$ cat config.mk
export PLATFORM = sky130hd
export DESIGN_NAME = fps_host
export DESIGN_NICKNAME = d
export VERILOG_FILES = /design/src/common/fps_pkg.sv /design/src/design/fps_host.sv
export SDC_FILE = /design/constraint.sdc
export NUM_CORES = 1
export LEC_CHECK = 0
export BUFFER_PORTS_ARGS = -buffer_cell sky130_fd_sc_hd__buf_2
export CORE_ASPECT_RATIO = 0.8
export CORE_UTILIZATION = 45
export CTS_BUF_LIST = sky130_fd_sc_hd__clkbuf_4
export DETAILED_ROUTE_END_ITERATION = 8
export PLACE_DENSITY = 0.72
export SETUP_SLACK_MARGIN = 0.05
export SLEW_MARGIN = 20
export SYNTH_ARGS = -nofsm -noshare
export SYNTH_HDL_FRONTEND = slang
export SYNTH_SLANG_ARGS = --single-unit
$ cat constraint.sdc
create_clock -name clk -period 4 [get_ports clk]
set_clock_uncertainty 0.2 [all_clocks]
set_input_delay 0.2 -clock clk [delete_from_list [all_inputs] [get_ports clk]]
set_output_delay 0.2 -clock clk [all_outputs]
set_load 0.05 [all_outputs]
$ cat src/common/fps_pkg.sv
// Contract
// - program needs two unlocks then A0H
// - word load: one strobe pulse, up to 64
// - next word load starts within 30us
// - A6-A19 page stable, A0-A5 word
// - chip erase is six write cycles
// - sector erase ends with 30H at sector
// - caller erases sector before programming page; t_program programs page 12340H with no erase first
// - unlocks AAH@5555H, 55H@2AAAH on A0-A14
package fps_pkg;
  // ---------------------------------------------------------------
  // bus codes and timing
  // ---------------------------------------------------------------
  localparam logic [19:0] UNLOCK_ADDR1 = 20'h05555;
  localparam logic [19:0] UNLOCK_ADDR2 = 20'h02AAA;
  localparam logic [7:0] UNLOCK_DATA1 = 8'hAA;
  localparam logic [7:0] UNLOCK_DATA2 = 8'h55;
  localparam logic [7:0] CMD_PROGRAM = 8'hA0;
  localparam logic [7:0] CMD_SETUP = 8'h80;
  localparam logic [7:0] CMD_CHIP_ERASE = 8'h10;
  localparam logic [7:0] CMD_SECTOR_ERASE = 8'h30;
  localparam logic [7:0] CMD_SUSPEND = 8'hB0;
  localparam logic [7:0] CMD_RESUME = 8'hD0;
  localparam logic [7:0] CMD_READ_STATUS = 8'h70;
  localparam int READY_BIT = 7;
  localparam int SUSPEND_BIT = 6;
  localparam int UPPER_READY_BIT = 23;
  localparam int UPPER_SUSPEND_BIT = 22;
  localparam int SECTOR_LSB = 16;
  localparam int PAGE_LSB = 6;
  localparam int PAGE_WORDS = 64;
  localparam int CLK_MHZ = 100;
  localparam int GAP_MAX_US = 30;
  // longest gap in clock cycles: the full 30us at CLK_MHZ, no margin
  localparam int GAP_CYCLES = GAP_MAX_US * CLK_MHZ;
  localparam int STROBE_CYCLES = 8; // 80 ns low pulse, slow parts safe
  localparam int SETUP_CYCLES = 2;
  localparam int READ_CYCLES = 20; // 200 ns access, slowest grade
  localparam logic [31:0] ERASED_WORD = 32'hFFFF_FFFF;

  typedef enum logic [2:0] {
    FPS_OP_PROGRAM,
    FPS_OP_CHIP_ERASE,
    FPS_OP_SECTOR_ERASE,
    FPS_OP_SUSPEND,
    FPS_OP_RESUME,
    FPS_OP_STATUS
  } fps_op_e;

  // one request from the user side
  typedef struct packed {
    fps_op_e op;
    logic [19:0] addr;
    logic [6:0] count; // page words, 1..64
  } fps_req_s;

  // flash pins driven by the host
  typedef struct packed {
    logic ce_n;
    logic we_n;
    logic oe_n;
    logic [19:0] addr;
  } fps_pins_s;
endpackage : fps_pkg

$ cat src/design/fps_host.sv
`timescale 1ns/1ps
`default_nettype none
module fps_host #(
  parameter int WORDS = 64,
  parameter int GAP = 3000
) (
  input wire logic clk,
  input wire logic rstn,
  input wire logic req_valid,
  input wire fps_pkg::fps_req_s req,
  output logic req_ready,
  input wire logic [31:0] word_data,
  output logic word_take,
  output logic [5:0] word_index,
  output fps_pkg::fps_pins_s pins,
  output logic [31:0] data_out,
  output logic [31:0] data_oe_n,
  input wire logic [31:0] data_in,
  output logic [31:0] status,
  output logic status_valid
);
  import fps_pkg::*;

  // elaboration guard: at most one page of loads, gap must fit a cycle
  if (WORDS < 1 || WORDS > PAGE_WORDS || GAP < STROBE_CYCLES + SETUP_CYCLES) begin : g_bad_param
    $error("fps_host: bad parameter");
  end

  // ---------------------------------------------------------------
  // sequencer
  // ---------------------------------------------------------------
  typedef enum logic [2:0] {
    FPS_IDLE, FPS_SETUP, FPS_LOW, FPS_HIGH, FPS_RSET, FPS_READ
  } fps_state_e;

  fps_state_e state, next_state;
  fps_req_s cur, next_cur;
  logic [2:0] step, next_step;
  logic [6:0] sent, next_sent;
  logic [15:0] cnt, next_cnt;
  fps_pins_s next_pins;
  logic [31:0] next_data_out, next_data_oe_n, next_status;
  logic next_req_ready, next_status_valid, next_word_take;
  logic [5:0] next_word_index;
  logic [19:0] cyc_addr;
  logic [7:0] cyc_data;
  logic last_cycle, is_load;

  // both lanes get the same command byte
  function automatic logic [31:0] lanes(input logic [7:0] b);
    lanes = {8'h00, b, 8'h00, b};
  endfunction : lanes

  // cycle table: steps 0..1 unlock, 2 command, 3..5 second half
  always_comb begin
    cyc_addr = UNLOCK_ADDR1;
    cyc_data = UNLOCK_DATA1;
    is_load = 1'b0;
    unique case (step)
      3'd1, 3'd4: begin
        cyc_addr = UNLOCK_ADDR2;
        cyc_data = UNLOCK_DATA2;
      end
      3'd2: begin
        unique case (cur.op)
          // program after two unlocks; caller erases sector first
          FPS_OP_PROGRAM: cyc_data = CMD_PROGRAM;
          FPS_OP_CHIP_ERASE, FPS_OP_SECTOR_ERASE: cyc_data = CMD_SETUP;
          FPS_OP_SUSPEND: cyc_data = CMD_SUSPEND;
          FPS_OP_RESUME: cyc_data = CMD_RESUME;
          default: cyc_data = CMD_READ_STATUS;
        endcase
      end
      3'd5: begin
        if (cur.op == FPS_OP_SECTOR_ERASE) begin
          cyc_addr = cur.addr;
          cyc_data = CMD_SECTOR_ERASE;
        end else begin
          cyc_data = CMD_CHIP_ERASE;
        end
      end
      3'd6: is_load = 1'b1;
      default: ;
    endcase
  end

  // loads stop at count, never past one page
  assign last_cycle = (step == 3'd2 && cur.op != FPS_OP_CHIP_ERASE &&
                       cur.op != FPS_OP_SECTOR_ERASE && cur.op != FPS_OP_PROGRAM) ||
                      (step == 3'd5) ||
                      (is_load && (sent + 7'd1 >= cur.count || sent + 7'd1 >= 7'(WORDS)));

  always_comb begin
    next_state = state;
    next_cur = cur;
    next_step = step;
    next_sent = sent;
    next_cnt = cnt;
    next_pins = pins;
    next_data_out = data_out;
    next_data_oe_n = data_oe_n;
    next_status = status;
    next_req_ready = 1'b0;
    next_status_valid = 1'b0;
    next_word_take = 1'b0;
    next_word_index = word_index;
    unique case (state)
      FPS_IDLE: begin
        next_req_ready = 1'b1;
        if (req_valid && req_ready) begin
          next_cur = req;
          next_step = 3'd0;
          next_sent = 7'd0;
          next_req_ready = 1'b0;
          next_cnt = 16'(SETUP_CYCLES);
          next_state = FPS_SETUP;
        end
      end
      FPS_SETUP: begin
        next_pins.addr = is_load ?
          {cur.addr[19:PAGE_LSB], sent[5:0]} : cyc_addr;
        next_data_out = is_load ? word_data : lanes(cyc_data);
        next_data_oe_n = 32'h0000_0000;
        next_pins.oe_n = 1'b1;
        next_pins.ce_n = 1'b0;
        next_word_index = sent[5:0];
        if (cnt <= 16'd1) begin
          // we pulse with ce low, oe high
          next_pins.we_n = 1'b0;
          next_cnt = 16'(STROBE_CYCLES);
          next_state = FPS_LOW;
        end else begin
          next_cnt = cnt - 16'd1;
        end
      end
      FPS_LOW: begin
        if (cnt <= 16'd1) begin
          next_pins.we_n = 1'b1;
          next_word_take = is_load;
          next_cnt = 16'(SETUP_CYCLES);
          next_state = FPS_HIGH;
        end else begin
          next_cnt = cnt - 16'd1;
        end
      end
      FPS_HIGH: begin
        if (cnt <= 16'd1) begin
          next_pins.ce_n = 1'b1;
          next_data_oe_n = 32'hFFFF_FFFF;
          if (last_cycle) begin
            // silence lets the device start programming
            next_state = FPS_RSET;
            next_cnt = 16'(READ_CYCLES);
          end else begin
            if (is_load) begin
              next_sent = sent + 7'd1;
            end else begin
              next_step = step + 3'd1;
            end
            if (step == 3'd2 && cur.op == FPS_OP_PROGRAM) begin
              next_step = 3'd6;
            end
            next_cnt = 16'(SETUP_CYCLES);
            next_state = FPS_SETUP;
          end
        end else begin
          next_cnt = cnt - 16'd1;
        end
      end
      FPS_RSET: begin
        // device now in status mode; read it once
        next_pins.ce_n = 1'b0;
        next_pins.oe_n = 1'b0;
        if (cnt <= 16'd1) begin
          next_state = FPS_READ;
        end else begin
          next_cnt = cnt - 16'd1;
        end
      end
      FPS_READ: begin
        next_status = data_in;
        next_status_valid = 1'b1;
        next_pins.ce_n = 1'b1;
        next_pins.oe_n = 1'b1;
        next_state = FPS_IDLE;
      end
      default: next_state = FPS_IDLE;
    endcase
  end

  // gap between word loads stays well under 30us
  always_ff @(posedge clk) begin
    if (!rstn) begin
      state <= FPS_IDLE;
      cur <= '0;
      step <= 3'd0;
      sent <= 7'd0;
      cnt <= 16'd0;
      pins <= '{ce_n: 1'b1, we_n: 1'b1, oe_n: 1'b1, addr: 20'h00000};
      data_out <= 32'h0000_0000;
      data_oe_n <= 32'hFFFF_FFFF;
      status <= 32'h0000_0000;
      req_ready <= 1'b0;
      status_valid <= 1'b0;
      word_take <= 1'b0;
      word_index <= 6'h00;
    end else begin
      state <= next_state;
      cur <= next_cur;
      step <= next_step;
      sent <= next_sent;
      cnt <= next_cnt;
      pins <= next_pins;
      data_out <= next_data_out;
      data_oe_n <= next_data_oe_n;
      status <= next_status;
      req_ready <= next_req_ready;
      status_valid <= next_status_valid;
      word_take <= next_word_take;
      word_index <= next_word_index;
    end
  end
endmodule : fps_host
`default_nettype wire

== Yosys cells after proc, flatten, opt, wreduce, memory -nomap -nowiden ==
Cells that the tools add are included.
Storage, ports and cells
  register bits after elaboration: 187
  output and inout port bits: 128
Cells by class
  reduce and logical (&&, ||, !) cells: 32
  $add $sub $neg: 3
  $lt $le $gt $ge: 3
  eq/ne operators: 25
  mux-type cells: 42
Operators with widths (number)
  16-bit 2-to-1 mux: 5
  16-bit one-hot mux with 5 select lines: 1
  32-bit 2-to-1 mux: 2
  32-bit one-hot mux with 2 select lines: 1
  20-bit 2-to-1 mux: 2
  20-bit one-hot mux with 2 select lines: 1
  3-bit 2-to-1 mux: 11
  8-bit one-hot mux with 4 select lines: 1
  7-bit 2-to-1 mux: 4
  8-bit one-hot mux with 3 select lines: 1
  3-bit equality test (second input constant): 6
  16-bit by 1-bit <= comparator with 1-bit output (second input constant): 1
  2-bit inequality test (second input constant): 8
  16-bit by 1-bit subtractor with 16-bit output (second input constant): 1
  3-bit by 2-bit equality test with 1-bit output (second input constant): 5
  3-bit one-hot mux with 5 select lines: 1
  5-bit AND reduction: 3
  7-bit one-hot mux with 2 select lines: 1
  3-bit by 1-bit equality test with 1-bit output (second input constant): 3
  3-bit AND reduction: 3
  2-bit AND reduction: 4
  2-bit nonzero test: 4
  2-bit OR reduction: 4
  7-bit by 1-bit adder with 7-bit output (second input constant): 1
  17 further kinds: 31

== Longest topological paths before layout ==
Gate-level depths: netlist of the first run.
  depth after elaboration: 9
  depth in mapped cells: 11
  gate-level depth less buffers: 11

== Least setup slack after synthesis of the first run ==
Ideal clock, no wire load.
  path type: reg-to-reg
  from: register sent[0]
  to: register sent[0]
  required time: 3679 ps
  setup time: 121 ps
  arrival: 2658 ps
  clock period less this slack: 2979 ps
  stages on the path, launching flop included: 12
  path slack: 1021 ps
  buffers on the path: 0
  path through: dfxtp_1 > ha_1 > nand3_1 > or3_1 > nand2_1 > ha_1 > and3_1 > a221oi_1 > o21ai_0 > o2111ai_1 > o311ai_1 > mux2_2
Between the ends
  longest elaborated chain between the ends: 7
Ends and longest elaborated chain
  start, declared: line fps_host.sv:39  | logic [6:0] sent, next_sent;
  start signal, assigned: line fps_host.sv:211  | sent <= next_sent;
  7-bit by 1-bit adder with 7-bit output (*): line fps_host.sv:91, fps_host.sv:156
  7-bit >= comparator: line fps_host.sv:91  | (is_load && (sent + 7'd1 >= cur.count || sent + 7'd1 >= 7'(WORDS)));
  1-bit logical OR: line fps_host.sv:91
  1-bit logical AND: line fps_host.sv:91
  1-bit logical OR: line fps_host.sv:90  | (step == 3'd5) ||
  2-bit inequality test (no line)
  5-bit AND reduction (no line)
Every way passes the cells marked *; elsewhere a longest branch is shown, timed or not. The select of a mux whose other input is x is not followed.
A chain may end at the register's enable or synchronous reset.

== Final worst setup path of the first run ==
Same ends and word-level chain as after synthesis.

==> results.ini, run 1 <==
[global_routing]
grt_pass1_vias = 6680
grt_pass1_wl_um = 32600
grt_antenna_before_repair = 0
grt-ovfl-total = 0
grt_start_max_net_pins = 104
grt_use_total_pct = 25.6

[timing]
finalHoldViolations = 0
final.min_clock_period_ns = 3.38
fmax_ghz = 0.296
final_setup_violating_endpoints = 0
fin_ws_ns = 0.618
final_cycle_share_pct = 84.5
worstMarginPinSlew_ns = 1.11
setup_repair_after_global_routing_missed_its_margin = false
fin_setup_tns_ns = 0
final_number_of_max_transition_violations = 0
hold_slack_ns = 0.198
max-slew-margin-rel_pct = 25.8

[floorplan]
die_w_um = 141
core_region_area_um2 = 15000
die_area_um2 = 15900
rows = 40
design.portCount = 225
die-height_um = 113
initial_core_utilization_pct = 46.1

[setup_path]
reg2reg_slack_ns = 0.62
reg2reg_depth = 11
cells_along_the_critical_path = ha_1 > nand3_1 > or3_1 > nand2_1 > ha_1 > and3_1 > a221oi_1 > o21ai_0 > o2111ai_1 > o311ai_1 > mux2_2
worstReg2RegEnd = sent[0]$_SDFFE_PN0P_
critPathMostFrequentCell = sky130_fd_sc_hd__ha_1
arrival_ns = 3.64
endpoint_kind = flip-flop
path_max_fanout = 7
worst_ep_required_time_ns = 4.26
timing.rr.start = sent[0]$_SDFFE_PN0P_
timing.critical_path.from_type = flip-flop
worst_setup_path_endpoint = sent[0]$_SDFFE_PN0P_
critPathLaunch = sent[0]$_SDFFE_PN0P_
crit_slowest_cell = sky130_fd_sc_hd__dfxtp_1
timing_worst_setup_path_type = reg2reg
cpPeakStageDelay_ns = 0.46

[synth]
synthesis.instances = 878
synth-async-reset-ratio_pct = 0
synth_top_area_share_pct = 45.1
synth_area_leader_cell = sky130_fd_sc_hd__dfxtp_1
yosysSeqAreaShare_pct = 45.1
count_of_distinct_cell_types_in_the_synthesized_netlist = 57
ys_top_cells_by_area = sky130_fd_sc_hd__dfxtp_1, sky130_fd_sc_hd__nand2_1, sky130_fd_sc_hd__a21oi_1, sky130_fd_sc_hd__buf_4, sky130_fd_sc_hd__o21ai_0
synth.avg_cell_area_um2 = 7.88
flip_flop_and_latch_count_after_synthesis = 156
syn_nets = 989
synth-edff-count = 0
syn-cell-area_um2 = 6920
yosysWarningCount = 0
synth_ff_type = sky130_fd_sc_hd__dfxtp_1

[detailed_routing]
average_vias_per_placed_instance = 5.33
total_via_count_after_detailed_routing = 7179
drt_pre_antenna_iters = 5
drt-initial-drc-count = 541
drc = 0
avgRoutedWirePerCell_um = 15.1
routed_wl_um = 20300
postRouteAntennaNets = 0

[pwr]
internal-power_mw = 3.11
vdd.ir_drop.worst_mv = 0.465
switching_power_mw = 2.92
share_comb_of_total_power_pct = 49.2
powerDensity_nw_per_um2 = 654
switching_share_pct = 48.4
share_clk_of_total_power_pct = 16.6
sequentialPowerShare_pct = 34.3
leakage_nw = 3.91

[cts]
worst_skew_pair.late_latency_ns = 0.57
cts_post_setup_buffers_inserted = 0
htreeDepth = 4
clockBufferDepth = 2
register_clock_pin_slew_on_the_reported_worst_setup_and_hold_paths_ns = 0.13
cts_tree = done
clock_sinks = 156
cts-hold-fix-buffers = 103
tritoncts.num_buffers = 17
postCtsResizedCells = 0
clk_root_buffer_cell = sky130_fd_sc_hd__clkbuf_4

[run]
number_of_max_cap_violations = 0

[placement]
dpl.cell_count = 1212
port-buffer-count = 224
dp_hpwl_um = 12700
placed_area_um2 = 7910
replace_congestion = 0.854
dpl_worst_slack_ns = 0.687

[layout]
num-fill-cells = 1323
mostFrequentLayoutCells = sky130_fd_sc_hd__buf_2, sky130_fd_sc_hd__nand2_1, sky130_fd_sc_hd__dfxtp_1
layout.cells.non_filler = 1346
finish.net_count = 1256
post_route_cells_drive_above_1_share_pct = 24.6
area.growth.synth_to_final_pct = 33.4
final_design_area_no_fill_um2 = 9230
antenna_cells = 0
final-seq-area_um2 = 3120
most_common_library_cell_in_the_layout_ignoring_fill_and_taps = sky130_fd_sc_hd__buf_2
total_area_of_multi_input_combinational_cells_um2 = 3290

[worst_hold_path]
worstHoldPathType = in2reg

[status]
outcome = finished, final reports clean

worst min-delay path by stage:
stage,start,depth (start not counted),endpoint,slack [ns]
2_1_floorplan,req[10],2,cur[10]$_SDFFE_PN0P_,0.14
3_3_place_gp,data_out[14]$_SDFFE_PN0P_,2,data_out[14]$_SDFFE_PN0P_,0.24
3_5_place_dp,pins[4]$_SDFFE_PN0P_,2,pins[4]$_SDFFE_PN0P_,0.24
4_1_cts,req[17],4,cur[17]$_SDFFE_PN0P_,0.17
5_1_grt,req[15],4,cur[15]$_SDFFE_PN0P_,0.20
6_report,req[4],4,cur[4]$_SDFFE_PN0P_,0.20
cell families after synthesis:
family	after synthesis	synth area share (%)
xor gates and xnor gates	10	1.27
adders and majority gates	14	2.53
muxes	3	0.452
and+or+nand+nor	336	21.2
DFF	156	45.1
AOI/OAI and AO/OA	254	21.9
buffers and inverters	105	7.59
Yosys cell counts (8+ instances only):
cell type                  instances
sky130_fd_sc_hd__nand2_1         219
sky130_fd_sc_hd__dfxtp_1         156
sky130_fd_sc_hd__a21oi_1         142
sky130_fd_sc_hd__clkbuf_1         54
sky130_fd_sc_hd__o21ai_0          47
sky130_fd_sc_hd__buf_4            32
sky130_fd_sc_hd__nand3_1          30
sky130_fd_sc_hd__nor2_1           30
sky130_fd_sc_hd__ha_1             14
sky130_fd_sc_hd__inv_1            14
sky130_fd_sc_hd__nor3_1            9
sky130_fd_sc_hd__nor2b_1           8
critical path, delay by kind of cell (launching register included):
family | cells | cell delay, ns
AOI/OAI and AO/OA | 4 | 1.01
and+or+nand+nor | 4 | 0.78
DFF | 1 | 0.46
adders and majority gates | 2 | 0.46
muxes | 1 | 0.36
per-layer routing:
| metal | vias up | wire, um | track usage (%) | share of wire [%] |
|---|---|---|---|---|
| met5 | - | 0 | 0 | 0 |
| met1 | 3312 | 9010 | 32.9 | 44 |
| met3 | 52 | 1400 | 5.84 | 6.9 |
| li1 | 3505 | - | - | - |
| met2 | 310 | 9360 | 41.7 | 46 |
| met4 | 0 | 570 | 10.0 | 2.8 |
power by group through the flow:
stage	clock (mW)	sequential, mW	combinational [mW]
floorplan	0	2.56	1.99
global placement	0	2.09	2.79
detailed placement	0	2.09	2.82
CTS	1.01	2.06	2.94
global route	1.08	2.11	3.19
finish	1.00	2.07	2.97
state kept, by name, summed over array words and instances, names as in the netlist:
| signal | cells |
|---|---|
| word_index | 6 |
| pins | 23 |
| cnt | 16 |
| cur | 30 |
| state | 3 |
| status_valid | 1 |
| req_ready | 1 |
| step | 3 |
| word_take | 1 |
| sent | 7 |
| data_out | 32 |
| status | 32 |
| data_oe_n | 1 |
area by class of cell:
type | count | share of cell area, %
clock buffers | 19 | 1.54
clock inverters | 12 | 1.60
inverters | 14 | 0.583
multi-input cells | 617 | 35.6
flip-flops and latches | 156 | 33.8
well taps | 189 | 2.56
repair buffers | 339 | 24.3
per-stage QoR:
step	power (mW)	util (%)
after floorplan	4.54	-
after global placement	4.88	52.7
after detailed placement	4.91	52.7
after CTS	6.01	61.5
after global routing	6.38	61.5
final	6.04	61.5
No activity file was read; power rests on OpenSTA's default activity.
==> run 2, diff against run 1 <==
Settings changed: PLACE_DENSITY 0.72 to 0.75.
Clock period 4 ns to 2.9 ns, I/O delays scaled along.
==> results.ini, run 2 (synthesis gave the netlist of run 1 again) <==
[status]
outcome = finished, final reports clean

[cts]
worst_skew_pair.late_latency_ns = 0.55
cts_post_setup_buffers_inserted = 0
htreeDepth = 4
tritoncts.num_buffers = 17
clockBufferDepth = 2
clk_root_buffer_cell = sky130_fd_sc_hd__clkbuf_4
register_clock_pin_slew_on_the_reported_worst_setup_and_hold_paths_ns = 0.14
cts_tree = done
clock_sinks = 156

[setup_path]
reg2reg_slack_ns = 0.05
worst_ep_required_time_ns = 3.15
path_max_fanout = 7
reg2reg_depth = 11
timing.critical_path.from_type = flip-flop
timing_worst_setup_path_type = reg2reg
endpoint_kind = flip-flop
worstReg2RegEnd = sent[0]$_SDFFE_PN0P_
timing.rr.start = sent[0]$_SDFFE_PN0P_
arrival_ns = 3.10

[pwr]
vdd.ir_drop.worst_mv = 0.690
leakage_nw = 4.13
powerDensity_nw_per_um2 = 891

[timing]
worstMarginPinSlew_ns = 0.700
final.min_clock_period_ns = 2.85
final_number_of_max_transition_violations = 0
final_setup_violating_endpoints = 0
final_cycle_share_pct = 98.4
max-slew-margin-rel_pct = 53.3
fmax_ghz = 0.350
fin_setup_tns_ns = 0
finalHoldViolations = 0
setup_repair_after_global_routing_missed_its_margin = true
hold_slack_ns = 0.157

[detailed_routing]
avgRoutedWirePerCell_um = 15.4
average_vias_per_placed_instance = 5.32
routed_wl_um = 21400
drc = 0
drt_pre_antenna_iters = 5
drt-initial-drc-count = 531
total_via_count_after_detailed_routing = 7391
postRouteAntennaNets = 0

[layout]
final_design_area_no_fill_um2 = 9680
largest_registers = data_out x32, status x32, cur x30
final-seq-area_um2 = 3130
antenna_cells = 0
area.growth.synth_to_final_pct = 39.8
mostFrequentLayoutCells = sky130_fd_sc_hd__buf_2, sky130_fd_sc_hd__nand2_1, sky130_fd_sc_hd__dfxtp_1
finish.net_count = 1298
most_common_library_cell_in_the_layout_ignoring_fill_and_taps = sky130_fd_sc_hd__buf_2
total_area_of_multi_input_combinational_cells_um2 = 3410
num-fill-cells = 1246
post_route_cells_drive_above_1_share_pct = 27.6

[floorplan]
die-height_um = 113
die_w_um = 141
core_region_area_um2 = 15000
die_area_um2 = 15900
design.portCount = 225
initial_core_utilization_pct = 46.1
rows = 40

[worst_hold_path]
timing.hold.worst.start = req[19]
worstHoldPathType = in2reg
whs_path_depth = 4
hold-path-endpoint = cur[19]$_SDFFE_PN0P_

[global_routing]
grt_antenna_before_repair = 0
grt_pass1_vias = 6974
grt_pass1_wl_um = 34100
grt_start_max_net_pins = 57
grt-ovfl-total = 0
grt_use_total_pct = 26.7

[placement]
replace_congestion = 0.871
dp_hpwl_um = 13100
placed_area_um2 = 8120
port-buffer-count = 224

[run]
number_of_max_cap_violations = 0

==> run 2: stage by stage <==
stage | util [%] | setup WS (ns) | std cells | power (mW)
finish | 64.4 | 0.0451 | 1389 | 8.62
global route | 64.4 | -0.0498 | 1389 | 9.13
CTS | 64.3 | 0.0532 | 1389 | 8.59
detailed placement | 54.1 | -0.100 | 1237 | 7.11
global placement | 54.1 | -0.0595 | 1237 | 7.07
floorplan | - | 0.0613 | 878 | 6.27
==> run 2: report_power, final <==
group	internal (mW)	leakage [nW]	switching [mW]
Sequential	2.53	1.27	0.299
Clock	0.362	0.118	0.838
Combinational	1.46	2.75	3.13
==> run 2: how the worst max path moves through the flow <==
stage | end | slack (ns) | startpoint
3_5_place_dp | sent[0]$_SDFFE_PN0P_ | -0.10 | sent[0]$_SDFFE_PN0P_
4_1_cts | step[2]$_SDFFE_PN0P_ | 0.05 | sent[0]$_SDFFE_PN0P_
5_1_grt | cnt[2]$_SDFFE_PN0P_ | -0.05 | sent[0]$_SDFFE_PN0P_
6_report | sent[0]$_SDFFE_PN0P_ | 0.05 | sent[0]$_SDFFE_PN0P_
2_1_floorplan | sent[0]$_SDFFE_PN0P_ | 0.06 | sent[0]$_SDFFE_PN0P_
3_3_place_gp | sent[0]$_SDFFE_PN0P_ | -0.06 | sent[0]$_SDFFE_PN0P_
==> run 2: what timing repair did <==
item,in CTS,in global routing
endpoints found under the setup margin,14,17
resized for setup,16,7
hold buffers,120,0
pin swaps,3,5
endpoints found under the hold margin,126,0
cloned,0,0
==> run 2: cell type report <==
cell class	count	share of cell area, %
clock inverters	14	1.16
clock buffers	18	1.40
inverters	14	0.543
multi-input cells	617	35.2
repair buffers	381	26.9
well taps	189	2.44
flip-flops and latches	156	32.3
==> run 2: metal layers <==
metal | track usage, % | vias to the layer above | wire [um]
met2 | 45.4 | 318 | 10400
met1 | 33.4 | 3451 | 9100
met5 | 0 | - | 0
met4 | 8.99 | 0 | 305
li1 | - | 3588 | -
met3 | 6.39 | 34 | 1640
==> run 2: worst max-delay path, stage by stage (launching register included) <==
cell and delay, ns:
sky130_fd_sc_hd__dfxtp_4 0.39, sky130_fd_sc_hd__ha_4 0.15, sky130_fd_sc_hd__nand3_4 0.09, sky130_fd_sc_hd__or3_4 0.36, sky130_fd_sc_hd__nand2_2 0.10, sky130_fd_sc_hd__ha_4 0.20
sky130_fd_sc_hd__and3_4 0.17, sky130_fd_sc_hd__a221oi_2 0.25, sky130_fd_sc_hd__o21ai_2 0.12, sky130_fd_sc_hd__o2111ai_2 0.25, sky130_fd_sc_hd__o311ai_4 0.18, sky130_fd_sc_hd__mux2_4 0.29
